==> config.mk <==
export PLATFORM = sky130hd
export DESIGN_NAME = asfr_regs
export DESIGN_NICKNAME = d
export VERILOG_FILES = /design/src/verilog/asfr_pkg.sv /design/src/verilog/asfr_regs.sv /design/src/verilog/asfr_clk_div.sv
export SDC_FILE = /design/constraint.sdc
export NUM_CORES = 1
export LEC_CHECK = 0
export BUFFER_PORTS_ARGS = -buffer_cell sky130_fd_sc_hd__buf_2
export CAP_MARGIN = 30
export CORE_UTILIZATION = 55
export DETAILED_ROUTE_END_ITERATION = 6
export PLACE_DENSITY = 0.75
export SLEW_MARGIN = 10
export SYNTH_ARGS = -nofsm -noshare
export SYNTH_HDL_FRONTEND = slang
export SYNTH_SLANG_ARGS = --single-unit
export TNS_END_PERCENT = 10
==> constraint.sdc <==
create_clock -name clk_i -period 4.9 [get_ports clk_i]
set_clock_uncertainty 0.05 [all_clocks]
set_input_delay 0.98 -clock clk_i [delete_from_list [all_inputs] [get_ports clk_i]]
set_output_delay 0.98 -clock clk_i [all_outputs]
set_load 0.02 [all_outputs]
==> src/verilog/asfr_pkg.sv <==
// Purpose: Shared constants for the sync and feature register tail.
// Assumes: Byte-wide registers behind a three-wire serial port.
// Notes: Offsets are the serial-port register addresses.
`default_nettype none
package asfr_pkg;
	// Serial frame layout.
	localparam int ADDR_W = 13;
	localparam int INSTR_BITS = 16;
	localparam int BYTE_BITS = 8;
	localparam int RW_BIT = 15;

	// Register addresses.
	localparam logic [12:0] ADDR_PATT2_LOW = 13'h001b;
	localparam logic [12:0] ADDR_PATT2_HIGH = 13'h001c;
	localparam logic [12:0] ADDR_SIG_LOW = 13'h0024;
	localparam logic [12:0] ADDR_FEATURES = 13'h002a;
	localparam logic [12:0] ADDR_OUT_ASSIGN = 13'h002e;
	localparam logic [12:0] ADDR_SYNC_CTRL = 13'h0100;
	localparam logic [12:0] ADDR_MISC_CTRL = 13'h0101;

	// Reset values.
	localparam logic [7:0] RST_PATT2 = 8'h00;
	localparam logic [7:0] RST_FEATURES = 8'h01;
	localparam logic [1:0] RST_OUT_ASSIGN = 2'h2;
	localparam logic [7:0] RST_SYNC_CTRL = 8'h01;
	localparam logic [7:0] RST_MISC_CTRL = 8'h88;

	// Field positions.
	localparam int SYNC_MASTER_BIT = 0;
	localparam int SYNC_DIV_EN_BIT = 1;
	localparam int SYNC_NEXT_ONLY_BIT = 2;
	localparam int MISC_PD_DIS_BIT = 0;
	localparam int MISC_RUN_OSC_BIT = 2;
	localparam int MISC_DETECT_BIT = 3;
	localparam int MISC_OEB_EN_BIT = 7;
	localparam logic [7:0] SYNC_CTRL_MASK = 8'h07;
	localparam logic [7:0] MISC_CTRL_MASK = 8'h8d;

	// Timing: encode period at the low-rate threshold of 5 MSPS.
	localparam int CLK_PERIOD_NS = 4;
	localparam int SLOW_ENC_PERIOD_NS = 200;
	localparam int SLOW_ENC_CYC = SLOW_ENC_PERIOD_NS / CLK_PERIOD_NS;
	localparam int DIV_RATIO_W = 3;
endpackage
`default_nettype wire

==> src/verilog/asfr_regs.sv <==
// Purpose: Serial-port register tail with sync control and misc controls.
// Assumes: Pins are asynchronous and oversampled by the 250 MHz clock.
// Notes: Channel select picks which local copies a write reaches.
`timescale 1ns/1ps
`default_nettype none
module asfr_regs
#(
	parameter int NUM_CH = 2
)
(
	// Clock and reset.
	input wire logic clk_i,
	input wire logic resetn_i,
	// Serial configuration port pins.
	input wire logic serial_port_select_bar_i,
	input wire logic sclk_i,
	input wire logic sdio_i,
	output logic sdio_o,
	output logic sdio_oe_o,
	// Channel index and self-test input.
	input wire logic [NUM_CH-1:0] chan_sel_i,
	input wire logic [15:0] self_test_signature_i,
	// Clocking unit.
	input wire logic sync_pin_i,
	input wire logic encode_pin_i,
	input wire logic [asfr_pkg::DIV_RATIO_W-1:0] div_ratio_i,
	output logic div_tick_o,
	output logic div_resync_o,
	// Control outputs.
	output logic [15:0] user_pattern_two_o,
	output logic [NUM_CH-1:0] or_pin_enable_o,
	output logic [NUM_CH-1:0] out_assign_b_o,
	output logic output_enable_bar_pin_en_o,
	output logic low_rate_internal_oscillator_on_o,
	output logic low_rate_detected_o,
	output logic sdio_pulldown_en_o
);
	typedef enum logic [1:0] {ASFR_IDLE, ASFR_INSTR, ASFR_DATA} asfr_state_t;
	// Two-flop synchronisers on every pin; stage one feeds stage two only.
	logic [4:0] pin_meta_reg;
	logic [4:0] pin_sync_reg;
	logic [4:0] pin_prev_reg;
	logic [4:0] pins;
	assign pins = {encode_pin_i, sync_pin_i, sdio_i, sclk_i,
		serial_port_select_bar_i};
	always_ff @(posedge clk_i)
	begin
		if (!resetn_i)
		begin
			pin_meta_reg <= 5'h01;
			pin_sync_reg <= 5'h01;
			pin_prev_reg <= 5'h01;
		end
		else
		begin
			pin_meta_reg <= pins;
			pin_sync_reg <= pin_meta_reg;
			pin_prev_reg <= pin_sync_reg;
		end
	end
	logic csb_s;
	logic sclk_rise;
	logic sclk_fall;
	logic sdio_s;
	logic sync_rise;
	logic enc_rise;
	// Edges are taken from the second and third stages only.
	assign csb_s = pin_sync_reg[0];
	assign sclk_rise = pin_sync_reg[1] & ~pin_prev_reg[1] & ~csb_s;
	assign sclk_fall = ~pin_sync_reg[1] & pin_prev_reg[1] & ~csb_s;
	assign sdio_s = pin_sync_reg[2];
	assign sync_rise = pin_sync_reg[3] & ~pin_prev_reg[3];
	assign enc_rise = pin_sync_reg[4] & ~pin_prev_reg[4];
	// Serial frame state.
	asfr_state_t state_reg;
	logic [15:0] instr_reg;
	logic [4:0] bit_cnt_reg;
	logic [7:0] rx_reg;
	logic [7:0] tx_reg;
	logic [12:0] addr_reg;
	logic is_read_reg;
	logic wr_stb;
	logic [7:0] wr_data;
	logic [7:0] rd_data;
	logic [12:0] rd_addr;
	// A byte completes on the eighth rising edge of the data phase.
	assign wr_stb = (state_reg == ASFR_DATA) && sclk_rise && !is_read_reg
		&& (bit_cnt_reg == 5'h07);
	assign wr_data = {rx_reg[6:0], sdio_s};
	assign rd_addr = (state_reg == ASFR_INSTR) ? {instr_reg[11:0], sdio_s}
		: addr_reg - 13'h0001;
	// Frame sequencer; streaming continues with a decrementing address.
	always_ff @(posedge clk_i)
	begin
		if (!resetn_i)
		begin
			state_reg <= ASFR_IDLE;
			instr_reg <= 16'h0000;
			bit_cnt_reg <= 5'h00;
			rx_reg <= 8'h00;
			addr_reg <= 13'h0000;
			is_read_reg <= 1'b0;
		end
		else if (csb_s)
		begin
			state_reg <= ASFR_IDLE;
			bit_cnt_reg <= 5'h00;
		end
		else
		begin
			case (state_reg)
				ASFR_IDLE:
				begin
					state_reg <= ASFR_INSTR;
					bit_cnt_reg <= 5'h00;
				end
				ASFR_INSTR:
				begin
					if (sclk_rise)
					begin
						instr_reg <= {instr_reg[14:0], sdio_s};
						if (bit_cnt_reg == 5'(asfr_pkg::INSTR_BITS - 1))
						begin
							state_reg <= ASFR_DATA;
							bit_cnt_reg <= 5'h00;
							addr_reg <= {instr_reg[11:0], sdio_s};
							is_read_reg <= instr_reg[asfr_pkg::RW_BIT - 1];
						end
						else
						begin
							bit_cnt_reg <= bit_cnt_reg + 5'h01;
						end
					end
				end
				ASFR_DATA:
				begin
					if (sclk_rise)
					begin
						rx_reg <= wr_data;
						if (bit_cnt_reg == 5'(asfr_pkg::BYTE_BITS - 1))
						begin
							bit_cnt_reg <= 5'h00;
							addr_reg <= addr_reg - 13'h0001;
						end
						else
						begin
							bit_cnt_reg <= bit_cnt_reg + 5'h01;
						end
					end
				end
				default:
				begin
					state_reg <= ASFR_IDLE;
				end
			endcase
		end
	end
	// Read shifter: loaded at each byte boundary, shifted on falling edges.
	always_ff @(posedge clk_i)
	begin
		if (!resetn_i)
		begin
			tx_reg <= 8'h00;
			sdio_o <= 1'b0;
		end
		else if (sclk_rise && ((state_reg == ASFR_INSTR
			&& bit_cnt_reg == 5'(asfr_pkg::INSTR_BITS - 1))
			|| (state_reg == ASFR_DATA
			&& bit_cnt_reg == 5'(asfr_pkg::BYTE_BITS - 1))))
		begin
			tx_reg <= rd_data;
		end
		else if (sclk_fall && state_reg == ASFR_DATA && is_read_reg)
		begin
			sdio_o <= tx_reg[7];
			tx_reg <= {tx_reg[6:0], 1'b0};
		end
	end
	// The device drives the data pin only during a read data phase.
	assign sdio_oe_o = (state_reg == ASFR_DATA) && is_read_reg && !csb_s;
	// Second user pattern bytes.
	logic [7:0] patt_low_reg;
	logic [7:0] patt_high_reg;
	always_ff @(posedge clk_i)
	begin
		if (!resetn_i)
		begin
			patt_low_reg <= asfr_pkg::RST_PATT2;
			patt_high_reg <= asfr_pkg::RST_PATT2;
		end
		else if (wr_stb && addr_reg == asfr_pkg::ADDR_PATT2_LOW)
		begin
			patt_low_reg <= wr_data;
		end
		else if (wr_stb && addr_reg == asfr_pkg::ADDR_PATT2_HIGH)
		begin
			patt_high_reg <= wr_data;
		end
	end
	assign user_pattern_two_o = {patt_high_reg, patt_low_reg};
	// Per-channel local bits; a write reaches every selected channel.
	logic [NUM_CH-1:0] or_en_reg;
	logic [NUM_CH-1:0] assign_reg;
	genvar ch;
	generate
		for (ch = 0; ch < NUM_CH; ch++)
		begin : g_chan
			always_ff @(posedge clk_i)
			begin
				if (!resetn_i)
				begin
					or_en_reg[ch] <= asfr_pkg::RST_FEATURES[0];
					assign_reg[ch] <= (ch == 1) ?
						asfr_pkg::RST_OUT_ASSIGN[1] :
						asfr_pkg::RST_OUT_ASSIGN[0];
				end
				else if (wr_stb && chan_sel_i[ch])
				begin
					if (addr_reg == asfr_pkg::ADDR_FEATURES)
					begin
						or_en_reg[ch] <= wr_data[0];
					end
					if (addr_reg == asfr_pkg::ADDR_OUT_ASSIGN)
					begin
						assign_reg[ch] <= wr_data[0];
					end
				end
			end
		end
	endgenerate
	assign or_pin_enable_o = or_en_reg;
	assign out_assign_b_o = assign_reg;
	// Sync control and pulse gating.
	logic [7:0] sync_ctrl_reg;
	logic sync_fire;
	// A pulse passes only with master and divider enables both set.
	assign sync_fire = sync_rise
		&& sync_ctrl_reg[asfr_pkg::SYNC_MASTER_BIT]
		&& sync_ctrl_reg[asfr_pkg::SYNC_DIV_EN_BIT];
	// In next-only mode the enable drops after the first sync, so later
	// pulses are blocked; a host write in the same cycle takes priority.
	always_ff @(posedge clk_i)
	begin
		if (!resetn_i)
		begin
			sync_ctrl_reg <= asfr_pkg::RST_SYNC_CTRL;
		end
		else if (wr_stb && addr_reg == asfr_pkg::ADDR_SYNC_CTRL)
		begin
			sync_ctrl_reg <= wr_data & asfr_pkg::SYNC_CTRL_MASK;
		end
		else if (sync_fire && sync_ctrl_reg[asfr_pkg::SYNC_NEXT_ONLY_BIT])
		begin
			sync_ctrl_reg[asfr_pkg::SYNC_DIV_EN_BIT] <= 1'b0;
		end
	end
	// Continuous mode resyncs on every gated pulse; reset masks it.
	logic resync_reg;
	always_ff @(posedge clk_i)
	begin
		resync_reg <= resetn_i && sync_fire;
	end
	assign div_resync_o = resync_reg;
	asfr_clk_div u_div
	(
		.clk_i(clk_i),
		.resetn_i(resetn_i),
		.ratio_i(div_ratio_i),
		.resync_i(resync_reg),
		.tick_o(div_tick_o),
		.phase_o()
	);
	// Miscellaneous user control.
	logic [7:0] misc_reg;
	always_ff @(posedge clk_i)
	begin
		if (!resetn_i)
		begin
			misc_reg <= asfr_pkg::RST_MISC_CTRL;
		end
		else if (wr_stb && addr_reg == asfr_pkg::ADDR_MISC_CTRL)
		begin
			misc_reg <= wr_data & asfr_pkg::MISC_CTRL_MASK;
		end
	end
	// Low encode-rate detector: a gap longer than the threshold period
	// means the encode clock is below about 5 MSPS.
	logic [7:0] gap_cnt_reg;
	logic slow_reg;
	always_ff @(posedge clk_i)
	begin
		if (!resetn_i)
		begin
			gap_cnt_reg <= 8'h00;
			slow_reg <= 1'b0;
		end
		else if (!misc_reg[asfr_pkg::MISC_DETECT_BIT])
		begin
			gap_cnt_reg <= 8'h00;
			slow_reg <= 1'b0;
		end
		else if (enc_rise)
		begin
			slow_reg <= (gap_cnt_reg >= 8'(asfr_pkg::SLOW_ENC_CYC));
			gap_cnt_reg <= 8'h00;
		end
		else if (gap_cnt_reg < 8'(asfr_pkg::SLOW_ENC_CYC))
		begin
			gap_cnt_reg <= gap_cnt_reg + 8'h01;
		end
		else
		begin
			slow_reg <= 1'b1;
		end
	end
	assign low_rate_detected_o = slow_reg;
	assign low_rate_internal_oscillator_on_o =
		misc_reg[asfr_pkg::MISC_RUN_OSC_BIT] | slow_reg;
	assign output_enable_bar_pin_en_o =
		misc_reg[asfr_pkg::MISC_OEB_EN_BIT];
	assign sdio_pulldown_en_o = ~misc_reg[asfr_pkg::MISC_PD_DIS_BIT];
	// Read mux; channel A answers when selected, otherwise channel B.
	logic rd_or;
	logic rd_asg;
	always_comb
	begin
		rd_or = chan_sel_i[0] ? or_en_reg[0] : or_en_reg[NUM_CH-1];
		rd_asg = chan_sel_i[0] ? assign_reg[0] : assign_reg[NUM_CH-1];
		case (rd_addr)
			asfr_pkg::ADDR_PATT2_LOW: rd_data = patt_low_reg;
			asfr_pkg::ADDR_PATT2_HIGH: rd_data = patt_high_reg;
			asfr_pkg::ADDR_SIG_LOW:
				rd_data = {7'h00, self_test_signature_i[0]};
			asfr_pkg::ADDR_FEATURES: rd_data = {7'h00, rd_or};
			asfr_pkg::ADDR_OUT_ASSIGN: rd_data = {7'h00, rd_asg};
			asfr_pkg::ADDR_SYNC_CTRL: rd_data = sync_ctrl_reg;
			asfr_pkg::ADDR_MISC_CTRL: rd_data = misc_reg;
			default: rd_data = 8'h00;
		endcase
	end
endmodule
`default_nettype wire

==> src/verilog/asfr_clk_div.sv <==
// Purpose: Integer 1-to-8 input clock divider with phase resync.
// Assumes: Ratio field holds divide-by minus one.
// Notes: A resync pulse restarts the phase at zero.
`timescale 1ns/1ps
`default_nettype none
module asfr_clk_div
(
	// Clock and reset.
	input wire logic clk_i,
	input wire logic resetn_i,
	// Control.
	input wire logic [asfr_pkg::DIV_RATIO_W-1:0] ratio_i,
	input wire logic resync_i,
	// Divided output.
	output logic tick_o,
	output logic [asfr_pkg::DIV_RATIO_W-1:0] phase_o
);
	logic [asfr_pkg::DIV_RATIO_W-1:0] cnt_reg;
	logic tick_reg;

	// Phase counter; resync forces a known phase so channels line up.
	always_ff @(posedge clk_i)
	begin
		if (!resetn_i)
		begin
			cnt_reg <= '0;
			tick_reg <= 1'b0;
		end
		else if (resync_i)
		begin
			cnt_reg <= '0;
			tick_reg <= 1'b0;
		end
		else if (cnt_reg >= ratio_i)
		begin
			cnt_reg <= '0;
			tick_reg <= 1'b1;
		end
		else
		begin
			cnt_reg <= cnt_reg + 3'h1;
			tick_reg <= 1'b0;
		end
	end

	assign tick_o = tick_reg;
	assign phase_o = cnt_reg;
endmodule
`default_nettype wire

# Yosys cells after proc, flatten, opt, wreduce, memory -nomap -nowiden
# Cells that the tools add are included.
[op_classes]
addsub = 4
n_lt_le_gt_ge = 3
n_eq_ne = 22
muxes = 24
bitwise = 18
reduce_logical = 45
[ops]
columns = ["operator", "n"]
rows = [
  ["$eq 13x6->1 const B", 5],
  ["$mux 13", 5],
  ["$pmux 8 s7", 1],
  ["$eq 13x5->1 const B", 4],
  ["$eq 13x9->1 const B", 4],
  ["$pmux 13 s2", 1],
  ["$logic_and 1x1->1", 20],
  ["$mux 5", 4],
  ["$mux 8", 2],
  ["$pmux 5 s3", 1],
  ["$reduce_and 2->1", 7],
  ["$sub 13x1->13 const B", 1],
  ["$reduce_and 3->1", 4],
  ["$not 1->1", 11],
  ["$add 8x1->8 const B", 1],
  ["$ge 8x6->1 const B", 1],
  ["$lt 8x6->1 const B", 1],
  ["$mux 1", 7],
  ["$and 1x1->1", 6],
  ["$ne 2x2->1 const B", 3],
  ["$pmux 2 s3", 1],
  ["$reduce_and 6->1", 1],
  ["$reduce_bool 2->1", 3],
  ["$reduce_or 3->1", 2],
  ["16 further kinds", 20],
]
[word_totals]
ff_bits = 108
in_bits = 28
output_inout_bits = 28

# Depth between registers and ports, before layout
# Gate-level depths: netlist of the first run.
[logic_depth]
depth_word = 9
ltp_mapped = 12
ltp_nobuf = 10

# Cells and area by module
# Synthesis of the first run repeated with hierarchy kept, for this count alone.
[hier_totals]
hier_cells = 635
hier_area_um2 = 5397.7
[modules_own_cells]
columns = ["mod", "instances", "cells_per_inst", "area_per_inst_um2", "seq_area_each_um2"]
rows = [
  ["asfr_regs", 1, 613, 5175.0, 2042.0],
  ["asfr_clk_div", 1, 22, 222.7, 80.1],
]

# Worst setup path before layout of the first run
# OpenSTA, ideal clock, no wires.
[synth_path]
kind = "register to register"
startpoint = "register addr_reg[0]"
endpoint = "register tx_reg[2]"
setup_ns = 0.075
arrival_ns = 2.808
t_required_ns = 4.775
path_slack_ns = 1.968
stages_incl_launch_ff = 13
n_path_buf = 2
synth_period_minus_slack_ns = 2.932
cell_sequence = "dfxtp_1 clkbuf_1 inv_1 ha_1 or3b_2 clkbuf_1 nor4_1 xnor2_1 a41o_1 nand2_1 nor3_1 a222oi_1 o21ai_0"
[synth_between]
elab_chain_len = 5
elab_cells_between_ends = 11
[synth_lines]
columns = ["item", "line", "rtl"]
rows = [
  ["start: declaration", "asfr_regs.sv:80", "logic [12:0] addr_reg;"],
  ["start signal: assignment", "asfr_regs.sv:126", "addr_reg <= {instr_reg[11:0], sdio_s};"],
  ["start signal: assignment", "asfr_regs.sv:143", "addr_reg <= addr_reg - 13'h0001;"],
  ["$sub 13x1->13 *", "asfr_regs.sv:91", ": addr_reg - 13'h0001;"],
  ["$mux 13 *", "asfr_regs.sv:90", "assign rd_addr = (state_reg == ASFR_INSTR) ? {instr_reg[11:0], sdio_s}"],
  ["$eq 13x9->1, or another cell as far along", "asfr_regs.sv:329", "case (rd_addr)"],
  ["$pmux 8 s7 *", "asfr_regs.sv:329", ""],
  ["$mux 8 *", "asfr_regs.sv:166", "else if (sclk_rise && ((state_reg == ASFR_INSTR"],
  ["end signal: assignment", "asfr_regs.sv:171", "tx_reg <= rd_data;"],
  ["end signal: assignment", "asfr_regs.sv:176", "tx_reg <= {tx_reg[6:0], 1'b0};"],
  ["end: declaration", "asfr_regs.sv:79", "logic [7:0] tx_reg;"],
]
# Every way passes the cells marked *; elsewhere a longest branch is shown, timed or not.
# A chain may end at the register's enable or synchronous reset.

# Worst setup path in the final report of the first run
[layout_path]
startpoint = "register addr_reg[0]"
endpoint = "register tx_reg[7]"
# Same word-level chain as after synthesis.

==> metrics.txt, run 1 <==
status=complete, no violations; Overall Global Routing Usage=25.3%; clock sinks=roughly 110; fillcell total=874; Crit-path slowest cell=nor3_1; final antenna-violating net count=0; largest family of logic cells by synthesized area=simple AND/OR/NAND/NOR gates; grt met2 use=42.1%; Slew Limit Fails=0; Max VDD drop=~220 uV; root buf cell=clkbuf_8; Avg WL per Cell=15.3 um; WL final=12200 um; Antenna Cells=0; commonest non-fill, non-tap cells in the layout=106 x dfxtp_1, 91 x nand2_1, 45 x nor2_1; post-CTS resize count=0; mapped cell area=about 5400 um^2; Post-CTS Setup Bufs=0; WHS Endpoint=pin_sync_reg[0]$_SDFF_PN1_; Post-DP Area=roughly 5600 um^2; vias in the first global route=about 4300; Final Instance Area=5820 um^2; Synth top area share=~39%; gr busiest metal=met2; worst path cell trace=inv_1, ha_1, or3b_2, nor4_1, xnor2_1, a41o_1, nand2_1, nor3_1, a222oi_1, o21ai_0; Worst Hold Launch=pin_meta_reg[0]$_SDFF_PN1_; Seq/Total Area, Yosys=between 30 and 40%; Post-Synth Simple-Gate Area=between 20% and 30%; Post-route DRC=0; Skew-Pair Late Insertion Delay=0.38 ns; Worst R2R Path Depth=10; post-synthesis mux area share=5.01%; slowest stage delay, CP=~0.76 ns; max cap viols=0; Yosys cell types=65; Critical Path AT=4.02 ns; final worst path period share=slightly below 80%; FF/Latch Area=approximately 2100 um^2; synth top area cells=dfxtp_1 39%, nand2_1 6.3%, mux2i_1 5.0%; commonest non-fill, non-tap cell in the layout=dfxtp_1; Max H-tree Level=3; Post-Syn Instances=650; xor/xnor share of the synthesized area=around 1.3%; GPL Wtd Cong=between 0.9 and 1; Setup CP Type=reg -> reg; buffers and inverters on the worst path=1; vias=4632; core area=roughly 9400 um^2; leading area contributor after synthesis=dfxtp_1; max reg flops=15; area of the multi-input gates=just over 3000 um^2; met3 Usage GRT=under 10%; share of layout cells above drive strength 1=between 10% and 20%; RSZ-0062 raised after global routing=no; headroom to the max-slew limit=around a third; crit path max fanout=14; deepest clock path buffer count=2; RR Endpoint=tx_reg[7]$_SDFFE_PN0P_; Pre-Repair DR Iteration Count=5; NumNets Final=approximately 710; hold crit path type=reg -> reg; initial antenna violation count=0; first-pass GRT wire length=between 20000 and 25000 um; final setup fails=0; worst r2r src=addr_reg[0]$_SDFFE_PN0P_; grt total ovfl=0; Min-Delay Path Depth=1; total CTS buffers=9; largest net degree at the start of global routing=between 60 and 70; fmax=around 0.27 GHz; GRT met1 Usage=about 33%; FFs w/ async S/R, synth=0%; area grow syn2layout=7.83%; final hold viol count=0; Detailed Route Iter0 Violations=~310; post-DP HPWL=roughly 8600 um; setup TNS=0 ns; Post-Syn Nets=slightly below 700; Via density=~5.8; Synth Register Bits=106; YS warnings=0; io pins=56; EDFF count, synth=0; Post-Synth Adder-Cell Area=about 4.2%; Main synth FF type=dfxtp_1; row count=35; Die Span X=just over 100 um; # port buffers=40; CP delay by family, top=simple AND/OR/NAND/NOR gates; Worst EP required=about 5 ns; initial core utilization=~58%; CTS tree=yes; compound-cell area share of the yosys netlist=~18%; FF-to-FF setup slack=roughly 1.1 ns; average instance area after synthesis=roughly 8.3 um^2; Crit. End Element=flop; Final min period=between 3 and 4 ns; element type at the critical path start=flop; Die Y=approximately 100 um; Power per Cell Area=approximately 250 nW/um^2; clk slew on worst S/H paths=~0.10 ns; total die area=approximately 10000 um^2; pin slew with the least headroom to its limit=between 0.9 and 1 ns; Leak Pwr=2.18 nW; Fin Hold WS=~0.37 ns; cts hold-fix bufs=0; Total Power=approximately 1.5 mW
report_power, final:
group	total, mW	internal (mW)	switching (mW)
clock	0.540	0.238	0.302
sequential	0.881	0.872	0.00828
combinational	0.0631	0.0284	0.0347
kinds of logic after synthesis:
group	after synthesis
AOI/OAI and AO/OA	145
and+or+nand+nor	287
xor gates and xnor gates	8
DFF	106
adders and majority gates	18
buffers and inverters	59
muxes	27
layout make-up:
cell class,count,area share (%)
Clock buffer,10,2.19
Tap cell,129,2.77
Inverter,23,1.48
Multi-Input combinational cell,485,52.3
Timing Repair Buffer,42,3.70
Sequential cell,106,36.4
Clock inverter,6,1.14
Yosys cell counts (all sizes together), types with 5 or more instances:
cell type and number:
nor3 23, clkbuf 29, inv 22, a21oi 27, nor2 45, nand2 92
a22o 7, a22oi 6, nor4 8, nand2b 10, and2 21, xnor2 5
a211oi 5, mux2i 27, dfxtp 106, or4 6, nand3 29, ha 18
or3 6, buf 7, o31ai 5, nor2b 22, a21boi 30, nand3b 5
o21ai 29
metrics by stage:
| step | std cells | util (%) | setup slack [ns] |
|---|---|---|---|
| finish | 801 | 62.1 | 1.13 |
| global route | 801 | 62.1 | 0.855 |
| CTS | 801 | 62.1 | 1.19 |
| detailed placement | 785 | 60.1 | 1.21 |
| global placement | 785 | 60.1 | 1.34 |
| floorplan | 650 | - | 1.97 |
layer usage:
layer  wire, um  vias to the layer above
li1           -                     2318
met1       5610                     2155
met3        754                       24
met5          0                        -
met2       5680                      135
met4        209                        0
worst max path at each step:
stage                                         from                      to  slack (ns)  depth (start not counted)
final                     addr_reg[0]$_SDFFE_PN0P_  tx_reg[7]$_SDFFE_PN0P_        1.13                         10
after global routing      addr_reg[0]$_SDFFE_PN0P_  tx_reg[7]$_SDFFE_PN0P_        0.86                          9
after CTS                 addr_reg[0]$_SDFFE_PN0P_  tx_reg[7]$_SDFFE_PN0P_        1.19                         10
after detailed placement  addr_reg[0]$_SDFFE_PN0P_  tx_reg[7]$_SDFFE_PN0P_        1.21                         10
after global placement    addr_reg[0]$_SDFFE_PN0P_  tx_reg[2]$_SDFFE_PN0P_        1.34                         10
after floorplan           addr_reg[0]$_SDFFE_PN0P_  tx_reg[2]$_SDFFE_PN0P_        1.97                         12
No activity file was read; power rests on OpenSTA's default activity.
==> run 2, diff against run 1 <==
==> constraint.sdc (replaced) <==
create_clock -name clk_i -period 3.6 [get_ports clk_i]
set_clock_uncertainty 0.05 [all_clocks]
set_input_delay 0.72 -clock clk_i [delete_from_list [all_inputs] [get_ports clk_i]]
set_output_delay 0.72 -clock clk_i [all_outputs]
set_load 0.02 [all_outputs]
==> metrics.txt, run 2 (same netlist as run 1, synthesis figures left out) <==
worst r2r src=addr_reg[1]$_SDFFE_PN0P_ (was addr_reg[0]$_SDFFE_PN0P_); Crit-path slowest cell=nor3b_1 (was nor3_1); Max VDD drop=291 uV (was 222 uV); root buf cell=clkbuf_8 (unchanged); vias=4768 (was 4632); Via density=5.88 (was 5.78); Avg WL per Cell=15.6 um (was 15.3 um); Slew Limit Fails=0 (unchanged); final setup fails=0 (unchanged); Die Y=101 um (unchanged); core area=9370 um^2 (unchanged); WHS Endpoint=pin_sync_reg[0]$_SDFF_PN1_ (unchanged); post-DP HPWL=8970 um (was 8570 um); Flop pwr share=58.3% (was 59.3%); Worst EP required=3.79 ns (was 5.15 ns); area grow syn2layout=9.57% (was 7.83%); final antenna-violating net count=0 (unchanged); CP delay by family, top=compound AO/OA/AOI/OAI gates (was simple AND/OR/NAND/NOR gates); Sw Share=24.0% (was 23.2%); initial core utilization=57.6% (unchanged); final hold viol count=0 (unchanged); NumNets Final=723 (was 713); Psw=0.493 mW (was 0.345 mW); pin slew with the least headroom to its limit=0.709 ns (was 0.973 ns); FF-to-FF setup slack=0.22 ns (was 1.13 ns); headroom to the max-slew limit=52.3% (was 34.6%); slowest stage delay, CP=0.57 ns (was 0.76 ns); Total Power=2.06 mW (was 1.48 mW); WL final=12600 um (was 12200 um); commonest non-fill, non-tap cells in the layout=106 x dfxtp_1, 91 x nand2_1, 45 x nor2_1 (unchanged); met3 Usage GRT=3.47% (was 6.10%); cts hold-fix bufs=0 (unchanged); grt met2 use=42.6% (was 42.1%); hold crit path type=reg -> reg (unchanged); initial antenna violation count=0 (unchanged); Max H-tree Level=3 (unchanged); grt total ovfl=0 (unchanged); Antenna Cells=0 (unchanged); deepest clock path buffer count=2 (unchanged); total CTS buffers=9 (unchanged); crit path max fanout=13 (was 14); Leak Pwr=2.24 nW (was 2.18 nW); RR Endpoint=tx_reg[1]$_SDFFE_PN0P_ (was tx_reg[7]$_SDFFE_PN0P_); share of layout cells above drive strength 1=12.5% (was 10.9%); CTS tree=yes (unchanged); first-pass GRT wire length=20700 um (was 20400 um); final worst path period share=93.9% (was 77.0%); status=complete, no violations (unchanged); # port buffers=40 (unchanged); clock sinks=106 (unchanged); Post-DP Area=5700 um^2 (was 5630 um^2); Skew-Pair Late Insertion Delay=0.37 ns (was 0.38 ns); worst path cell trace=inv_1, ha_1, buf_4, nor3b_1, a21boi_0, o31ai_1, a211oi_1, nand2_1, a21oi_1, o21ai_1, o21ai_0 (was inv_1, ha_1, or3b_2, nor4_1, xnor2_1, a41o_1, nand2_1, nor3_1, a222oi_1, o21ai_0); final setup margin=0.218 ns (was 1.13 ns); Power per Cell Area=348 nW/um^2 (was 255 nW/um^2); largest net degree at the start of global routing=42 (was 61); clk slew on worst S/H paths=0.11 ns (was 0.10 ns); Min-Delay Path Depth=1 (unchanged); Worst R2R Path Depth=11 (was 10); Clk pwr share=37.4% (was 36.4%); fillcell total=853 (was 874); vias in the first global route=4384 (was 4343); Worst Hold Launch=pin_meta_reg[0]$_SDFF_PN1_ (unchanged); Crit. End Element=flop (unchanged); io pins=56 (unchanged); max cap viols=0 (unchanged); Setup CP Type=reg -> reg (unchanged); max reg flops=15 (unchanged); total die area=10200 um^2 (unchanged); setup TNS=0 ns (unchanged); element type at the critical path start=flop (unchanged); Final Util=63.1% (was 62.1%); Final Instance Area=5920 um^2 (was 5820 um^2); buffers and inverters on the worst path=2 (was 1); commonest non-fill, non-tap cell in the layout=dfxtp_1 (unchanged); Die Span X=101 um (unchanged); Comb pwr share=4.3% (about the same); Overall Global Routing Usage=25.7% (was 25.3%); Post-CTS Setup Bufs=0 (unchanged); Critical Path AT=3.57 ns (was 4.02 ns); RSZ-0062 raised after global routing=no (unchanged); gr busiest metal=met2 (unchanged); post-CTS resize count=0 (unchanged); Detailed Route Iter0 Violations=330 (was 309); Pre-Repair DR Iteration Count=4 (was 5); row count=35 (unchanged); fmax=0.296 GHz (was 0.265 GHz); GRT met1 Usage=34.0% (was 32.7%); Final min period=3.38 ns (was 3.77 ns); GPL Wtd Cong=0.896 (was 0.912); P_int=1.56 mW (was 1.14 mW); pre-CTS setup slack=0.303 ns (was 1.21 ns); Post-route DRC=0 (unchanged)
-- run 2: worst max path at each step --
stage | from | end | slack [ns] | depth (start not counted)
3_3_place_gp | addr_reg[1]$_SDFFE_PN0P_ | tx_reg[0]$_SDFFE_PN0P_ | 0.41 | 10
5_1_grt | addr_reg[1]$_SDFFE_PN0P_ | tx_reg[1]$_SDFFE_PN0P_ | 0.009 | 11
2_1_floorplan | addr_reg[0]$_SDFFE_PN0P_ | tx_reg[2]$_SDFFE_PN0P_ | 0.67 | 12
4_1_cts | addr_reg[1]$_SDFFE_PN0P_ | tx_reg[1]$_SDFFE_PN0P_ | 0.24 | 11
6_report | addr_reg[1]$_SDFFE_PN0P_ | tx_reg[1]$_SDFFE_PN0P_ | 0.22 | 11
3_5_place_dp | addr_reg[2]$_SDFFE_PN0P_ | tx_reg[2]$_SDFFE_PN0P_ | 0.30 | 8
-- run 2: layer usage --
| layer | vias up | part of all wire [%] |
|---|---|---|
| met5 | - | 0 |
| met4 | 0 | 1.5 |
| met3 | 15 | 5.1 |
| met2 | 145 | 48 |
| met1 | 2261 | 46 |
| li1 | 2347 | - |
-- run 2: area by class of cell --
class                      instances  area (um^2)  area share (%)
inverter                          23         86.3            1.46
sequential                       106         2120            35.9
clock buffer                       9          124            2.09
clock inverter                     7         82.6            1.40
timing repair buffer              52          290            4.91
tap                              129          161            2.73
multi-input combinational        485         3050            51.5
-- run 2: power groups by stage --
stage                     combinational [mW]  sequential [mW]  clock, mW
final                                 0.0882             1.20      0.769
after global routing                   0.101             1.20      0.830
after CTS                             0.0895             1.20      0.785
after detailed placement              0.0892             1.23          0
after global placement                0.0853             1.23          0
after floorplan                       0.0641             1.22          0
-- run 2: stage by stage --
stage | hold WS, ns | cells
final | 0.371 | 811
after detailed placement | 0.351 | 795
after CTS | 0.377 | 811
after floorplan | 0.336 | 650
after global placement | 0.338 | 795
after global routing | 0.389 | 811
